==> config.mk <==
export PLATFORM = sky130hd
export DESIGN_NAME = ccc_count_channel
export DESIGN_NICKNAME = d
export VERILOG_FILES = /design/src/ccc_pkg.sv /design/src/ccc_count_channel.sv
export SDC_FILE = /design/constraint.sdc
export NUM_CORES = 1
export LEC_CHECK = 0
export BUFFER_PORTS_ARGS = -buffer_cell sky130_fd_sc_hd__buf_2
export CAP_MARGIN = 10
export CORE_MARGIN = 1.5
export CORE_UTILIZATION = 50
export CTS_CLUSTER_SIZE = 14
export DETAILED_ROUTE_END_ITERATION = 8
export PLACE_DENSITY = 0.74
export SKIP_LAST_GASP = 1
export SYNTH_ARGS = -nofsm -noshare
export SYNTH_HDL_FRONTEND = slang
export SYNTH_SLANG_ARGS = --single-unit
==> constraint.sdc <==
create_clock -name clk -period 5.3 [get_ports clk]
set_input_delay 0.53 -clock clk [delete_from_list [all_inputs] [get_ports clk]]
set_output_delay 0.53 -clock clk [all_outputs]
set_load 0.005 [all_outputs]
==> src/ccc_pkg.sv <==
// Constants, register map and field layout of the count channel
//
// Behaviour
// RULE1 - No main direction: count freely both ways
// RULE2 - Up: count to end minus one, reload
// RULE3 - Down: count to one, then jump start
// RULE4 - Continuous mode lifts the downward restriction
// RULE5 - Cancel gate: every opening reloads load value
// RULE6 - Stop gate: closed gate holds actual count
// RULE7 - Start/end limits 2 to 2^31-1, default max
// RULE8 - Compare count against value, default zero
// RULE9 - Software keeps forward comparison below end
// RULE10 - Software keeps backward comparison 1 to max
// RULE11 - Hysteresis damps output toggling; 0,1 disable
// RULE12 - Software sets hysteresis 0..255, default 0
// RULE13 - Pulse/direction: pulses on A, direction B
// RULE14 - Encoder evaluation single, double or quadruple
// RULE15 - Channel 3 hardware gate ANDs with software
// RULE16 - Hardware gate disabled: software gate only
// RULE17 - Optional inversion of the direction input
// RULE18 - Hardware gate opens on input rising edge
// RULE19 - Channels 0-2 gated by software only
// RULE20 - Counter is signed 32 bits, per edge
package ccc_pkg;
	localparam int AXI_ADDR_W = 6;
	localparam int AXI_DATA_W = 32;
	localparam int CNT_W = 32;
	localparam int HYST_W = 8;
	localparam int HARDWARE_COUNT_GATE_CHANNEL = 3;

	// Register byte offsets
	localparam logic [AXI_ADDR_W-1:0] OFS_CTRL = 6'h00;
	localparam logic [AXI_ADDR_W-1:0] OFS_LOAD = 6'h04;
	localparam logic [AXI_ADDR_W-1:0] OFS_START = 6'h08;
	localparam logic [AXI_ADDR_W-1:0] OFS_END = 6'h0C;
	localparam logic [AXI_ADDR_W-1:0] OFS_CMP = 6'h10;
	localparam logic [AXI_ADDR_W-1:0] OFS_HYST = 6'h14;
	localparam logic [AXI_ADDR_W-1:0] OFS_COUNT = 6'h18;
	localparam logic [AXI_ADDR_W-1:0] OFS_STATUS = 6'h1C;
	localparam logic [AXI_ADDR_W-1:0] REG_SPAN = 6'h20;

	// Control fields
	localparam int CTRL_SWGATE = 0;
	localparam int CTRL_DIR_LO = 1;
	localparam int CTRL_GATESTOP = 3;
	localparam int CTRL_EVAL_LO = 4;
	localparam int CTRL_HWGATE = 6;
	localparam int CTRL_INVERT = 7;
	localparam int CTRL_CONT = 8;
	localparam int CTRL_W = 9;

	// Status fields
	localparam int STS_CMP = 0;
	localparam int STS_GATE = 1;
	localparam int STS_HWGATE = 2;
	localparam int STS_UP = 3;

	typedef enum logic [1:0] {
		DIR_NONE = 2'h0,
		DIR_UP = 2'h1,
		DIR_DOWN = 2'h2
	} ccc_dir_type;

	typedef enum logic [1:0] {
		EVAL_PULSE_DIR = 2'h0,
		EVAL_SINGLE = 2'h1,
		EVAL_DOUBLE = 2'h2,
		EVAL_QUAD = 2'h3
	} ccc_eval_type;

	localparam logic [CTRL_W-1:0] CTRL_RESET = 9'h000;
	localparam logic signed [CNT_W-1:0] LOAD_RESET = 32'sh0000_0000;
	localparam logic signed [CNT_W-1:0] LIMIT_RESET = 32'sh7FFF_FFFF;
	localparam logic signed [CNT_W-1:0] LIMIT_MIN = 32'sh0000_0002;
	localparam logic signed [CNT_W-1:0] CMP_RESET = 32'sh0000_0000;
	localparam logic [HYST_W-1:0] HYST_RESET = 8'h00;
	localparam logic [HYST_W-1:0] HYST_OFF_MAX = 8'h01;
	localparam logic signed [CNT_W-1:0] COUNT_RESET = 32'sh0000_0000;
	localparam logic signed [CNT_W-1:0] DOWN_FLOOR = 32'sh0000_0001;
	localparam logic signed [CNT_W-1:0] ONE = 32'sh0000_0001;

	localparam logic [1:0] RESP_OKAY = 2'h0;
	localparam logic [1:0] RESP_SLVERR = 2'h2;
endpackage

==> src/ccc_count_channel.sv <==
// One configurable 32-bit count channel with AXI4-Lite registers
`timescale 1ns/1ps
`default_nettype none
module ccc_count_channel #(
	parameter int CHANNEL = 3
) (
	// Clock and reset
	input wire logic clk,
	input wire logic arst_n,
	// AXI4-Lite write address
	input wire logic s_axi_awvalid,
	output logic s_axi_awready,
	input wire logic [ccc_pkg::AXI_ADDR_W-1:0] s_axi_awaddr,
	input wire logic [2:0] s_axi_awprot,
	// AXI4-Lite write data
	input wire logic s_axi_wvalid,
	output logic s_axi_wready,
	input wire logic [ccc_pkg::AXI_DATA_W-1:0] s_axi_wdata,
	input wire logic [3:0] s_axi_wstrb,
	// AXI4-Lite write response
	output logic s_axi_bvalid,
	input wire logic s_axi_bready,
	output logic [1:0] s_axi_bresp,
	// AXI4-Lite read address
	input wire logic s_axi_arvalid,
	output logic s_axi_arready,
	input wire logic [ccc_pkg::AXI_ADDR_W-1:0] s_axi_araddr,
	input wire logic [2:0] s_axi_arprot,
	// AXI4-Lite read data
	output logic s_axi_rvalid,
	input wire logic s_axi_rready,
	output logic [ccc_pkg::AXI_DATA_W-1:0] s_axi_rdata,
	output logic [1:0] s_axi_rresp,
	// Sensor inputs
	input wire logic trackA,
	input wire logic trackB,
	input wire logic gateIn,
	// Comparator output
	output logic cmpOut
);
	import ccc_pkg::*;

	localparam bit HAS_HARDWARE_COUNT_GATE = (CHANNEL == HARDWARE_COUNT_GATE_CHANNEL);

	function automatic logic isMapped(input logic [AXI_ADDR_W-1:0] a);
		isMapped = (a < REG_SPAN);
	endfunction

	function automatic logic [31:0] mergeStrb(input logic [31:0] old,
		input logic [31:0] nw, input logic [3:0] strb);
		logic [31:0] r;
		r = old;
		for (int i = 0; i < 4; i++)
		begin
			if (strb[i])
				r[i*8 +: 8] = nw[i*8 +: 8];
		end
		mergeStrb = r;
	endfunction

	// ------------------------------------------------------------
	// AXI4-Lite slave
	// ------------------------------------------------------------
	logic awHeld_q, wHeld_q, bvalid_q, rvalid_q;
	logic [AXI_ADDR_W-1:0] awAddr_q;
	logic [31:0] wData_q, rData_q;
	logic [3:0] wStrb_q;
	logic [1:0] bResp_q, rResp_q;
	logic doWrite;
	logic [31:0] readMux;

	assign s_axi_awready = !awHeld_q && !bvalid_q;
	assign s_axi_wready = !wHeld_q && !bvalid_q;
	assign s_axi_arready = !rvalid_q;
	assign s_axi_bvalid = bvalid_q;
	assign s_axi_bresp = bResp_q;
	assign s_axi_rvalid = rvalid_q;
	assign s_axi_rdata = rData_q;
	assign s_axi_rresp = rResp_q;
	assign doWrite = awHeld_q && wHeld_q && !bvalid_q;

	always_ff @(posedge clk or negedge arst_n)
	begin
		if (!arst_n)
		begin
			awHeld_q <= 1'b0;
			wHeld_q <= 1'b0;
			awAddr_q <= '0;
			wData_q <= '0;
			wStrb_q <= '0;
		end
		else if (doWrite)
		begin
			awHeld_q <= 1'b0;
			wHeld_q <= 1'b0;
		end
		else
		begin
			if (s_axi_awvalid && s_axi_awready)
			begin
				awHeld_q <= 1'b1;
				awAddr_q <= s_axi_awaddr;
			end
			if (s_axi_wvalid && s_axi_wready)
			begin
				wHeld_q <= 1'b1;
				wData_q <= s_axi_wdata;
				wStrb_q <= s_axi_wstrb;
			end
		end
	end

	always_ff @(posedge clk or negedge arst_n)
	begin
		if (!arst_n)
		begin
			bvalid_q <= 1'b0;
			bResp_q <= RESP_OKAY;
		end
		else if (doWrite)
		begin
			bvalid_q <= 1'b1;
			bResp_q <= isMapped(awAddr_q) ? RESP_OKAY : RESP_SLVERR;
		end
		else if (s_axi_bready)
			bvalid_q <= 1'b0;
	end

	always_ff @(posedge clk or negedge arst_n)
	begin
		if (!arst_n)
		begin
			rvalid_q <= 1'b0;
			rData_q <= '0;
			rResp_q <= RESP_OKAY;
		end
		else if (s_axi_arvalid && s_axi_arready)
		begin
			rvalid_q <= 1'b1;
			rData_q <= isMapped(s_axi_araddr) ? readMux : 32'h0000_0000;
			rResp_q <= isMapped(s_axi_araddr) ? RESP_OKAY : RESP_SLVERR;
		end
		else if (s_axi_rready)
			rvalid_q <= 1'b0;
	end

	// ------------------------------------------------------------
	// Configuration registers
	// ------------------------------------------------------------
	logic [CTRL_W-1:0] ctrl_q;
	logic signed [CNT_W-1:0] load_q, start_q, end_q, cmp_q, count_q;
	logic [HYST_W-1:0] hyst_q;
	logic [31:0] wrVal;
	ccc_dir_type mainDir;
	ccc_eval_type evalMode;
	logic swGate, gateStop, hwGateEn, dirInvert, contMode;

	assign mainDir = ccc_dir_type'(ctrl_q[CTRL_DIR_LO +: 2]);
	assign evalMode = ccc_eval_type'(ctrl_q[CTRL_EVAL_LO +: 2]);
	assign swGate = ctrl_q[CTRL_SWGATE];
	assign gateStop = ctrl_q[CTRL_GATESTOP];
	assign hwGateEn = ctrl_q[CTRL_HWGATE];
	assign dirInvert = ctrl_q[CTRL_INVERT];
	assign contMode = ctrl_q[CTRL_CONT];

	always_comb
	begin
		wrVal = 32'h0000_0000;
		case (awAddr_q)
			OFS_CTRL: wrVal = mergeStrb({{(32-CTRL_W){1'b0}}, ctrl_q}, wData_q, wStrb_q);
			OFS_LOAD: wrVal = mergeStrb(load_q, wData_q, wStrb_q);
			OFS_START: wrVal = mergeStrb(start_q, wData_q, wStrb_q);
			OFS_END: wrVal = mergeStrb(end_q, wData_q, wStrb_q);
			OFS_CMP: wrVal = mergeStrb(cmp_q, wData_q, wStrb_q);
			OFS_HYST: wrVal = mergeStrb({24'h00_0000, hyst_q}, wData_q, wStrb_q);
			default: wrVal = 32'h0000_0000;
		endcase
	end

	always_ff @(posedge clk or negedge arst_n)
	begin
		if (!arst_n)
		begin
			ctrl_q <= CTRL_RESET;
			load_q <= LOAD_RESET;
			start_q <= LIMIT_RESET;
			end_q <= LIMIT_RESET;
			cmp_q <= CMP_RESET;
			hyst_q <= HYST_RESET;
		end
		else if (doWrite)
		begin
			case (awAddr_q)
				OFS_CTRL: ctrl_q <= wrVal[CTRL_W-1:0];
				OFS_LOAD: load_q <= wrVal;
				// Limits clamp into their legal range (see RULE7)
				OFS_START: start_q <= ($signed(wrVal) < LIMIT_MIN) ? LIMIT_MIN : wrVal;
				OFS_END: end_q <= ($signed(wrVal) < LIMIT_MIN) ? LIMIT_MIN : wrVal;
				OFS_CMP: cmp_q <= wrVal;
				OFS_HYST: hyst_q <= wrVal[HYST_W-1:0];
				default: ;
			endcase
		end
	end

	// ------------------------------------------------------------
	// Input edges and step decoding
	// ------------------------------------------------------------
	logic a_q, b_q, g_q;
	logic aRise, aFall, bRise, bFall, aEdge, bEdge;
	logic step, upRaw, countUp;

	always_ff @(posedge clk or negedge arst_n)
	begin
		if (!arst_n)
		begin
			a_q <= 1'b0;
			b_q <= 1'b0;
			g_q <= 1'b0;
		end
		else
		begin
			a_q <= trackA;
			b_q <= trackB;
			g_q <= gateIn;
		end
	end

	assign aRise = trackA && !a_q;
	assign aFall = !trackA && a_q;
	assign bRise = trackB && !b_q;
	assign bFall = !trackB && b_q;
	assign aEdge = aRise || aFall;
	assign bEdge = bRise || bFall;

	always_comb
	begin
		step = 1'b0;
		upRaw = 1'b0;
		case (evalMode)
			EVAL_PULSE_DIR:
			begin
				step = aRise; // see RULE13
				upRaw = trackB;
			end
			EVAL_SINGLE:
			begin
				step = aRise; // see RULE14
				upRaw = !trackB;
			end
			EVAL_DOUBLE:
			begin
				step = aEdge; // see RULE14
				upRaw = trackA ^ trackB;
			end
			EVAL_QUAD:
			begin
				step = aEdge ^ bEdge; // see RULE14
				upRaw = aEdge ? (trackA ^ trackB) : !(trackA ^ trackB);
			end
			default:
			begin
				step = 1'b0;
				upRaw = 1'b0;
			end
		endcase
	end

	assign countUp = upRaw ^ dirInvert; // see RULE17

	// ------------------------------------------------------------
	// Gate
	// ------------------------------------------------------------
	logic hwGate_q, gateOpen_q, gateOpen, gateOpenRise, hwUsed;

	assign hwUsed = HAS_HARDWARE_COUNT_GATE && hwGateEn;
	// see RULE15, see RULE16, see RULE19
	assign gateOpen = swGate && (!hwUsed || hwGate_q);
	assign gateOpenRise = gateOpen && !gateOpen_q;

	always_ff @(posedge clk or negedge arst_n)
	begin
		if (!arst_n)
			hwGate_q <= 1'b0;
		else if (!hwUsed)
			hwGate_q <= 1'b0;
		else if (gateIn && !g_q)
			hwGate_q <= 1'b1; // see RULE18
		else if (!gateIn && g_q)
			hwGate_q <= 1'b0;
	end

	always_ff @(posedge clk or negedge arst_n)
	begin
		if (!arst_n)
			gateOpen_q <= 1'b0;
		else
			gateOpen_q <= gateOpen;
	end

	// ------------------------------------------------------------
	// Counter
	// ------------------------------------------------------------
	logic signed [CNT_W-1:0] endLast;
	assign endLast = end_q - ONE;

	always_ff @(posedge clk or negedge arst_n)
	begin
		if (!arst_n)
			count_q <= COUNT_RESET;
		else if (gateOpenRise && !gateStop)
			count_q <= load_q; // see RULE5
		else if (step && gateOpen) // see RULE6, see RULE20
		begin
			case (mainDir)
				DIR_UP:
					if (countUp)
						count_q <= (count_q >= endLast) ? load_q : count_q + ONE; // see RULE2
					else
						count_q <= count_q - ONE;
				DIR_DOWN:
					if (!countUp)
						// see RULE3, see RULE4
						count_q <= (!contMode && count_q <= DOWN_FLOOR) ? start_q : count_q - ONE;
					else
						count_q <= count_q + ONE;
				default:
					count_q <= countUp ? count_q + ONE : count_q - ONE; // see RULE1
			endcase
		end
	end

	// ------------------------------------------------------------
	// Comparator with hysteresis
	// ------------------------------------------------------------
	logic signed [CNT_W:0] lowThr;
	logic cmp_hit;
	assign lowThr = {cmp_q[CNT_W-1], cmp_q} - $signed({1'b0, {(CNT_W-HYST_W){1'b0}}, hyst_q});
	assign cmp_hit = count_q >= cmp_q;

	always_ff @(posedge clk or negedge arst_n)
	begin
		if (!arst_n)
			cmpOut <= 1'b0;
		else if (cmp_hit)
			cmpOut <= 1'b1; // see RULE8
		else if (hyst_q <= HYST_OFF_MAX)
			cmpOut <= 1'b0;
		else if ($signed({count_q[CNT_W-1], count_q}) < lowThr)
			cmpOut <= 1'b0; // see RULE11
	end

	// ------------------------------------------------------------
	// Read mux
	// ------------------------------------------------------------
	always_comb
	begin
		readMux = 32'h0000_0000;
		case (s_axi_araddr)
			OFS_CTRL: readMux = {{(32-CTRL_W){1'b0}}, ctrl_q};
			OFS_LOAD: readMux = load_q;
			OFS_START: readMux = start_q;
			OFS_END: readMux = end_q;
			OFS_CMP: readMux = cmp_q;
			OFS_HYST: readMux = {24'h00_0000, hyst_q};
			OFS_COUNT: readMux = count_q;
			OFS_STATUS:
			begin
				readMux[STS_CMP] = cmpOut;
				readMux[STS_GATE] = gateOpen;
				readMux[STS_HWGATE] = hwGate_q;
				readMux[STS_UP] = countUp;
			end
			default: readMux = 32'h0000_0000;
		endcase
	end

	// ------------------------------------------------------------
	// Assertions
	// ------------------------------------------------------------
	logic stepGo;
	assign stepGo = step && gateOpen && !(gateOpenRise && !gateStop);

	property p_freeCount;
		@(posedge clk) disable iff (!arst_n)
		stepGo && mainDir == DIR_NONE && countUp |=> count_q == $past(count_q) + ONE;
	endproperty
	a_freeCount: assert property (p_freeCount) else $error("free count missed step"); // see RULE1

	property p_upWrap;
		@(posedge clk) disable iff (!arst_n)
		stepGo && mainDir == DIR_UP && countUp && count_q >= endLast |=> count_q == $past(load_q);
	endproperty
	a_upWrap: assert property (p_upWrap) else $error("up wrap not to load"); // see RULE2

	property p_downWrap;
		@(posedge clk) disable iff (!arst_n)
		stepGo && mainDir == DIR_DOWN && !countUp && !contMode && count_q <= DOWN_FLOOR
		|=> count_q == $past(start_q);
	endproperty
	a_downWrap: assert property (p_downWrap) else $error("down wrap not to start"); // see RULE3

	property p_contDown;
		@(posedge clk) disable iff (!arst_n)
		stepGo && mainDir == DIR_DOWN && !countUp && contMode |=> count_q == $past(count_q) - ONE;
	endproperty
	a_contDown: assert property (p_contDown) else $error("continuous down restricted"); // see RULE4

	property p_cancelReload;
		@(posedge clk) disable iff (!arst_n)
		gateOpenRise && !gateStop |=> count_q == $past(load_q);
	endproperty
	a_cancelReload: assert property (p_cancelReload) else $error("no reload on open"); // see RULE5

	property p_stopHold;
		@(posedge clk) disable iff (!arst_n)
		!gateOpen ##1 !gateOpen[*2] |-> $stable(count_q);
	endproperty
	a_stopHold: assert property (p_stopHold) else $error("count moved while closed"); // see RULE6

	property p_cmpHigh;
		@(posedge clk) disable iff (!arst_n)
		cmp_hit |=> cmpOut;
	endproperty
	a_cmpHigh: assert property (p_cmpHigh) else $error("compare not set"); // see RULE8

	property p_noHyst;
		@(posedge clk) disable iff (!arst_n)
		!cmp_hit && hyst_q <= HYST_OFF_MAX |=> !cmpOut;
	endproperty
	a_noHyst: assert property (p_noHyst) else $error("compare held without hysteresis"); // see RULE11

	property p_hwGateClosed;
		@(posedge clk) disable iff (!arst_n)
		hwUsed && !hwGate_q |=> count_q == $past(count_q);
	endproperty
	a_hwGateClosed: assert property (p_hwGateClosed) else $error("gate open, hw closed"); // see RULE15

	property p_swOnly;
		@(posedge clk) disable iff (!arst_n)
		!hwUsed && swGate && !gateOpen_q && !gateStop |=> count_q == $past(load_q);
	endproperty
	a_swOnly: assert property (p_swOnly) else $error("gate differs from software_count_gate"); // see RULE16

	property p_hwRise;
		@(posedge clk) disable iff (!arst_n)
		hwUsed && gateIn && !g_q ##1 hwUsed |-> hwGate_q;
	endproperty
	a_hwRise: assert property (p_hwRise) else $error("hardware_count_gate not opened"); // see RULE18

	c_upWrap: cover property (@(posedge clk) disable iff (!arst_n)
		stepGo && mainDir == DIR_UP && countUp && count_q >= endLast);
	c_downWrap: cover property (@(posedge clk) disable iff (!arst_n)
		stepGo && mainDir == DIR_DOWN && !countUp && count_q <= DOWN_FLOOR);
	c_hwOpen: cover property (@(posedge clk) disable iff (!arst_n) hwUsed && gateOpenRise);
	c_hystHold: cover property (@(posedge clk) disable iff (!arst_n)
		!cmp_hit && cmpOut && hyst_q > HYST_OFF_MAX);
endmodule
`default_nettype wire

==> key figures <==
Critical path
  – Most frequent CP cell: a21oi_1
  – Reg2reg end: count_q[20]
  – Worst stage delay on the critical path: 0.50 ns
  – Crit path depth: 18
  – CP Cell Sequence: or3_1 > nor3_1 > nand3_1 > nor2b_1 > nand4b_1 > nor2_1 > nand3b_1 > xor2_1 > ha_1 > a21o_1 > a21oi_1 > o211ai_1 > o41a_1 > o21ai_2 > buf_4 > a21oi_1 > o31a_1 > a211o_1
  – Critical path's top delay family: compound AO/OA/AOI/OAI gates
  – Critical path fanouts, max: 19
  – Critical Path Sink: count_q[20]
  – Crit start category: flop
  – Worst EP required: 5.80 ns
  – Setup crit start: end_q[7]
  – Worst r2r path cells: 18
  – Crit end category: flop
  – Worst EP arrival: 5.49 ns
  – WP buf/inv: 1
  – CP max stage cell: o41a_1
  – Reg2Reg Launch Point: end_q[7]
  – FF-to-FF setup slack: 0.31 ns
  – Critical setup path kind: flop to flop

Cells and area
  – Non-filler instance count after layout: 2974
  – Area Growth Syn to Fin: 10.5%
  – Most common cell after layout, fill and taps aside: nand2_1
  – Nets: 2601
  – Share of post-route cells with drive strength above 1: 16.8%
  – Most frequent cells in the layout: nand2_1 (305), o21ai_0 (225), dfrtp_1 (200)

Pwr
  – Leak: 9.51 nW
  – Total Power: 0.0116 W
  – Cell Pwr Density: 521 nW/um2
  – Maximum vdd ir drop: 516 uV

Place
  – Port bufs: 97
  – HPWL Detailed: 53500 um
  – Cells after DPL: 2914
  – Setup WS pre-CTS: 0.294 ns
  – Gpl congestion: 1.05

Routing
  – Total wire length: 73600 um
  – Routed WL per cell: 24.7 um
  – Pre-antenna DRT Iters: 9
  – Vias per cell: 6.70
  – Final ANT Viol Nets: 0
  – Initial DRC count: 2445
  – Routed vias: 19900
  – DRC Markers: 0

Yosys
  – Cell count after synthesis: 2411
  – Synth Area per Inst: 8.39 um2
  – Mapped Area: 20200 um2
  – Post-synth top area share: 24.9%
  – Yosys top cell by area: dfrtp_1
  – Most area-consuming cells after synthesis: dfrtp_1 (25%), dfstp_2 (8.1%), ha_1 (6.9%)
  – Top FF cell, synth: dfrtp_1
  – Synth Register Bits: 263
  – Post-synthesis async set-or-reset flop share: 100%
  – Unique masters post-synth: 79
  – Number of synthesized flops with an enable pin: 0
  – Sequential share of the synthesized area: 32.9%
  – Synth warnings: 0

Global routing
  – Gr usage total: 35.0%
  – Initial antenna violation count: 0
  – Largest net degree at the start of global routing: 128
  – Global-route wire length before repair: 111000 um
  – Overflow after GRT: 0
  – Vias in the first global route: 18800

Timing
  – Fin worst setup slack: 0.313 ns
  – Tmin final: 4.99 ns
  – Period utilization: 94.1%
  – WHS: 0.0742 ns
  – Worst slew margin: 22.2%
  – Final setup fails: 0
  – Peak Freq: 201 MHz
  – Fin. max-slew vios: 0
  – Layout Skew: 0.0223 ns
  – Worst Max-Slew Pin Slew: 1.17 ns
  – Final hold vios: 0
  – Final setup TNS: 0 ns

Clock tree
  – CTS tree: built
  – Clk buf depth: 3
  – Worst-path clk slew: 0.07 ns
  – Clock latency at the later pin of the worst-skew pair: 0.61 ns
  – TritonCTS Buffers: 31
  – Root buf cell: clkbuf_16
  – H-tree depth: 1
  – Total clock sinks: 263

Hold path
  – HP Class: input pin to flop

Floorplanning
  – Starting Density: 50.8%
  – Y dimension of the die: 204 um
  – Row Count: 73
  – Core Box Area: 39800 um2
  – Die ar.: 41700 um2
  – I/O pins: 106
  – Die X: 204 um

Job
  – Max cap viols: 0

Run status
  – Status: completed
sequential cells by signal, summed over array words and instances (netlist names), 4 cells and up:
register     flops
start_q         32
end_q           32
awAddr_q         6
load_q          32
ctrl_q           9
wStrb_q          4
s_axi_rdata     32
hyst_q           8
count_q         32
wData_q         32
cmp_q           32
area by class of cell:
| cell class | count | area, um2 |
|---|---|---|
| multi-input combinational | 1869 | 12500 |
| inverter | 93 | 349 |
| clock inverter | 15 | 198 |
| tap | 525 | 657 |
| antenna | 1 | 2.50 |
| sequential | 263 | 6660 |
| timing repair buffer | 166 | 1040 |
| clock buffer | 42 | 897 |
| fill | 3645 | 17500 |
metrics by stage:
step	instance area, um2	utilization, %
global placement	21200	53.3
CTS	22300	56.1
global route	22300	56.1
detailed placement	21200	53.3
finish	22300	56.1
floorplan	20200	-
worst reg2reg max path, delay by kind of cell, from the launching register on:
kind | cells | cell delay [ns]
xor gates and xnor gates | 1 | 0.15
and+or+nand+nor | 7 | 1.69
adders and majority gates | 1 | 0.30
DFF | 1 | 0.40
AOI/OAI and AO/OA | 8 | 2.06
buffers and inverters | 1 | 0.32
routing by layer:
| layer | vias to the layer above | wire [um] | track usage [%] |
|---|---|---|---|
| li1 | 8882 | - | - |
| met4 | 0 | 3870 | 17.8 |
| met3 | 229 | 8690 | 6.65 |
| met5 | - | 0 | 0 |
| met1 | 9583 | 29600 | 48.3 |
| met2 | 1222 | 31400 | 52.1 |
synthesized netlist by cell type, types with 30 or more instances:
master      n
a221oi_1   46
xor2_1     41
o21ai_0   225
mux2i_1    98
mux2_2     86
o22ai_1    46
a21oi_1   125
clkbuf_1  154
o211ai_1   30
nand3_1    50
nor2_1    123
ha_1      112
nand2_1   305
nor3_1     70
dfstp_2    62
dfrtp_1   201
nand4_1    39
inv_1      93
xnor2_1    76
power breakdown:
group | total [W] | internal [W] | leakage (nW) | switching, W
clock network | 0.00231 | 0.00138 | 0.533 | 0.000936
logic | 0.00632 | 0.00250 | 5.68 | 0.00381
registers | 0.00302 | 0.00238 | 3.30 | 0.000642
total | 0.0116 | 0.00626 | 9.51 | 0.00539
worst min path at each step:
stage,start,endpoint,slack [ns],cells past startpoint
6_report,gateIn,g_q,0.07,1
3_5_place_dp,s_axi_rdata[6],s_axi_rdata[6],0.47,2
2_1_floorplan,arst_n,a_q,0.23,0
3_3_place_gp,s_axi_bresp[1],s_axi_bresp[1],0.46,2
4_1_cts,gateIn,g_q,0.06,1
5_1_grt,gateIn,g_q,0.07,1
what timing repair did:
action,CTS,global route
setup buffers,0,1
hold buffers,1,0
resized for setup,0,1
hold endpoints to repair,63,0
setup endpoints to repair,0,2
kinds of logic after synthesis:
group | after synthesis | share of synthesized area (%)
AND/OR/NAND/NOR | 774 | 18.4
AO/OA/AOI/OAI | 678 | 21.5
buffers and inverters | 280 | 5.30
flip-flops | 263 | 32.9
multiplexers | 185 | 9.75
XOR/XNOR | 117 | 5.06
adder cells (fa/ha/maj) | 113 | 7.03
other | 1 | 0.0185
(Power assumes the default switching activity.)
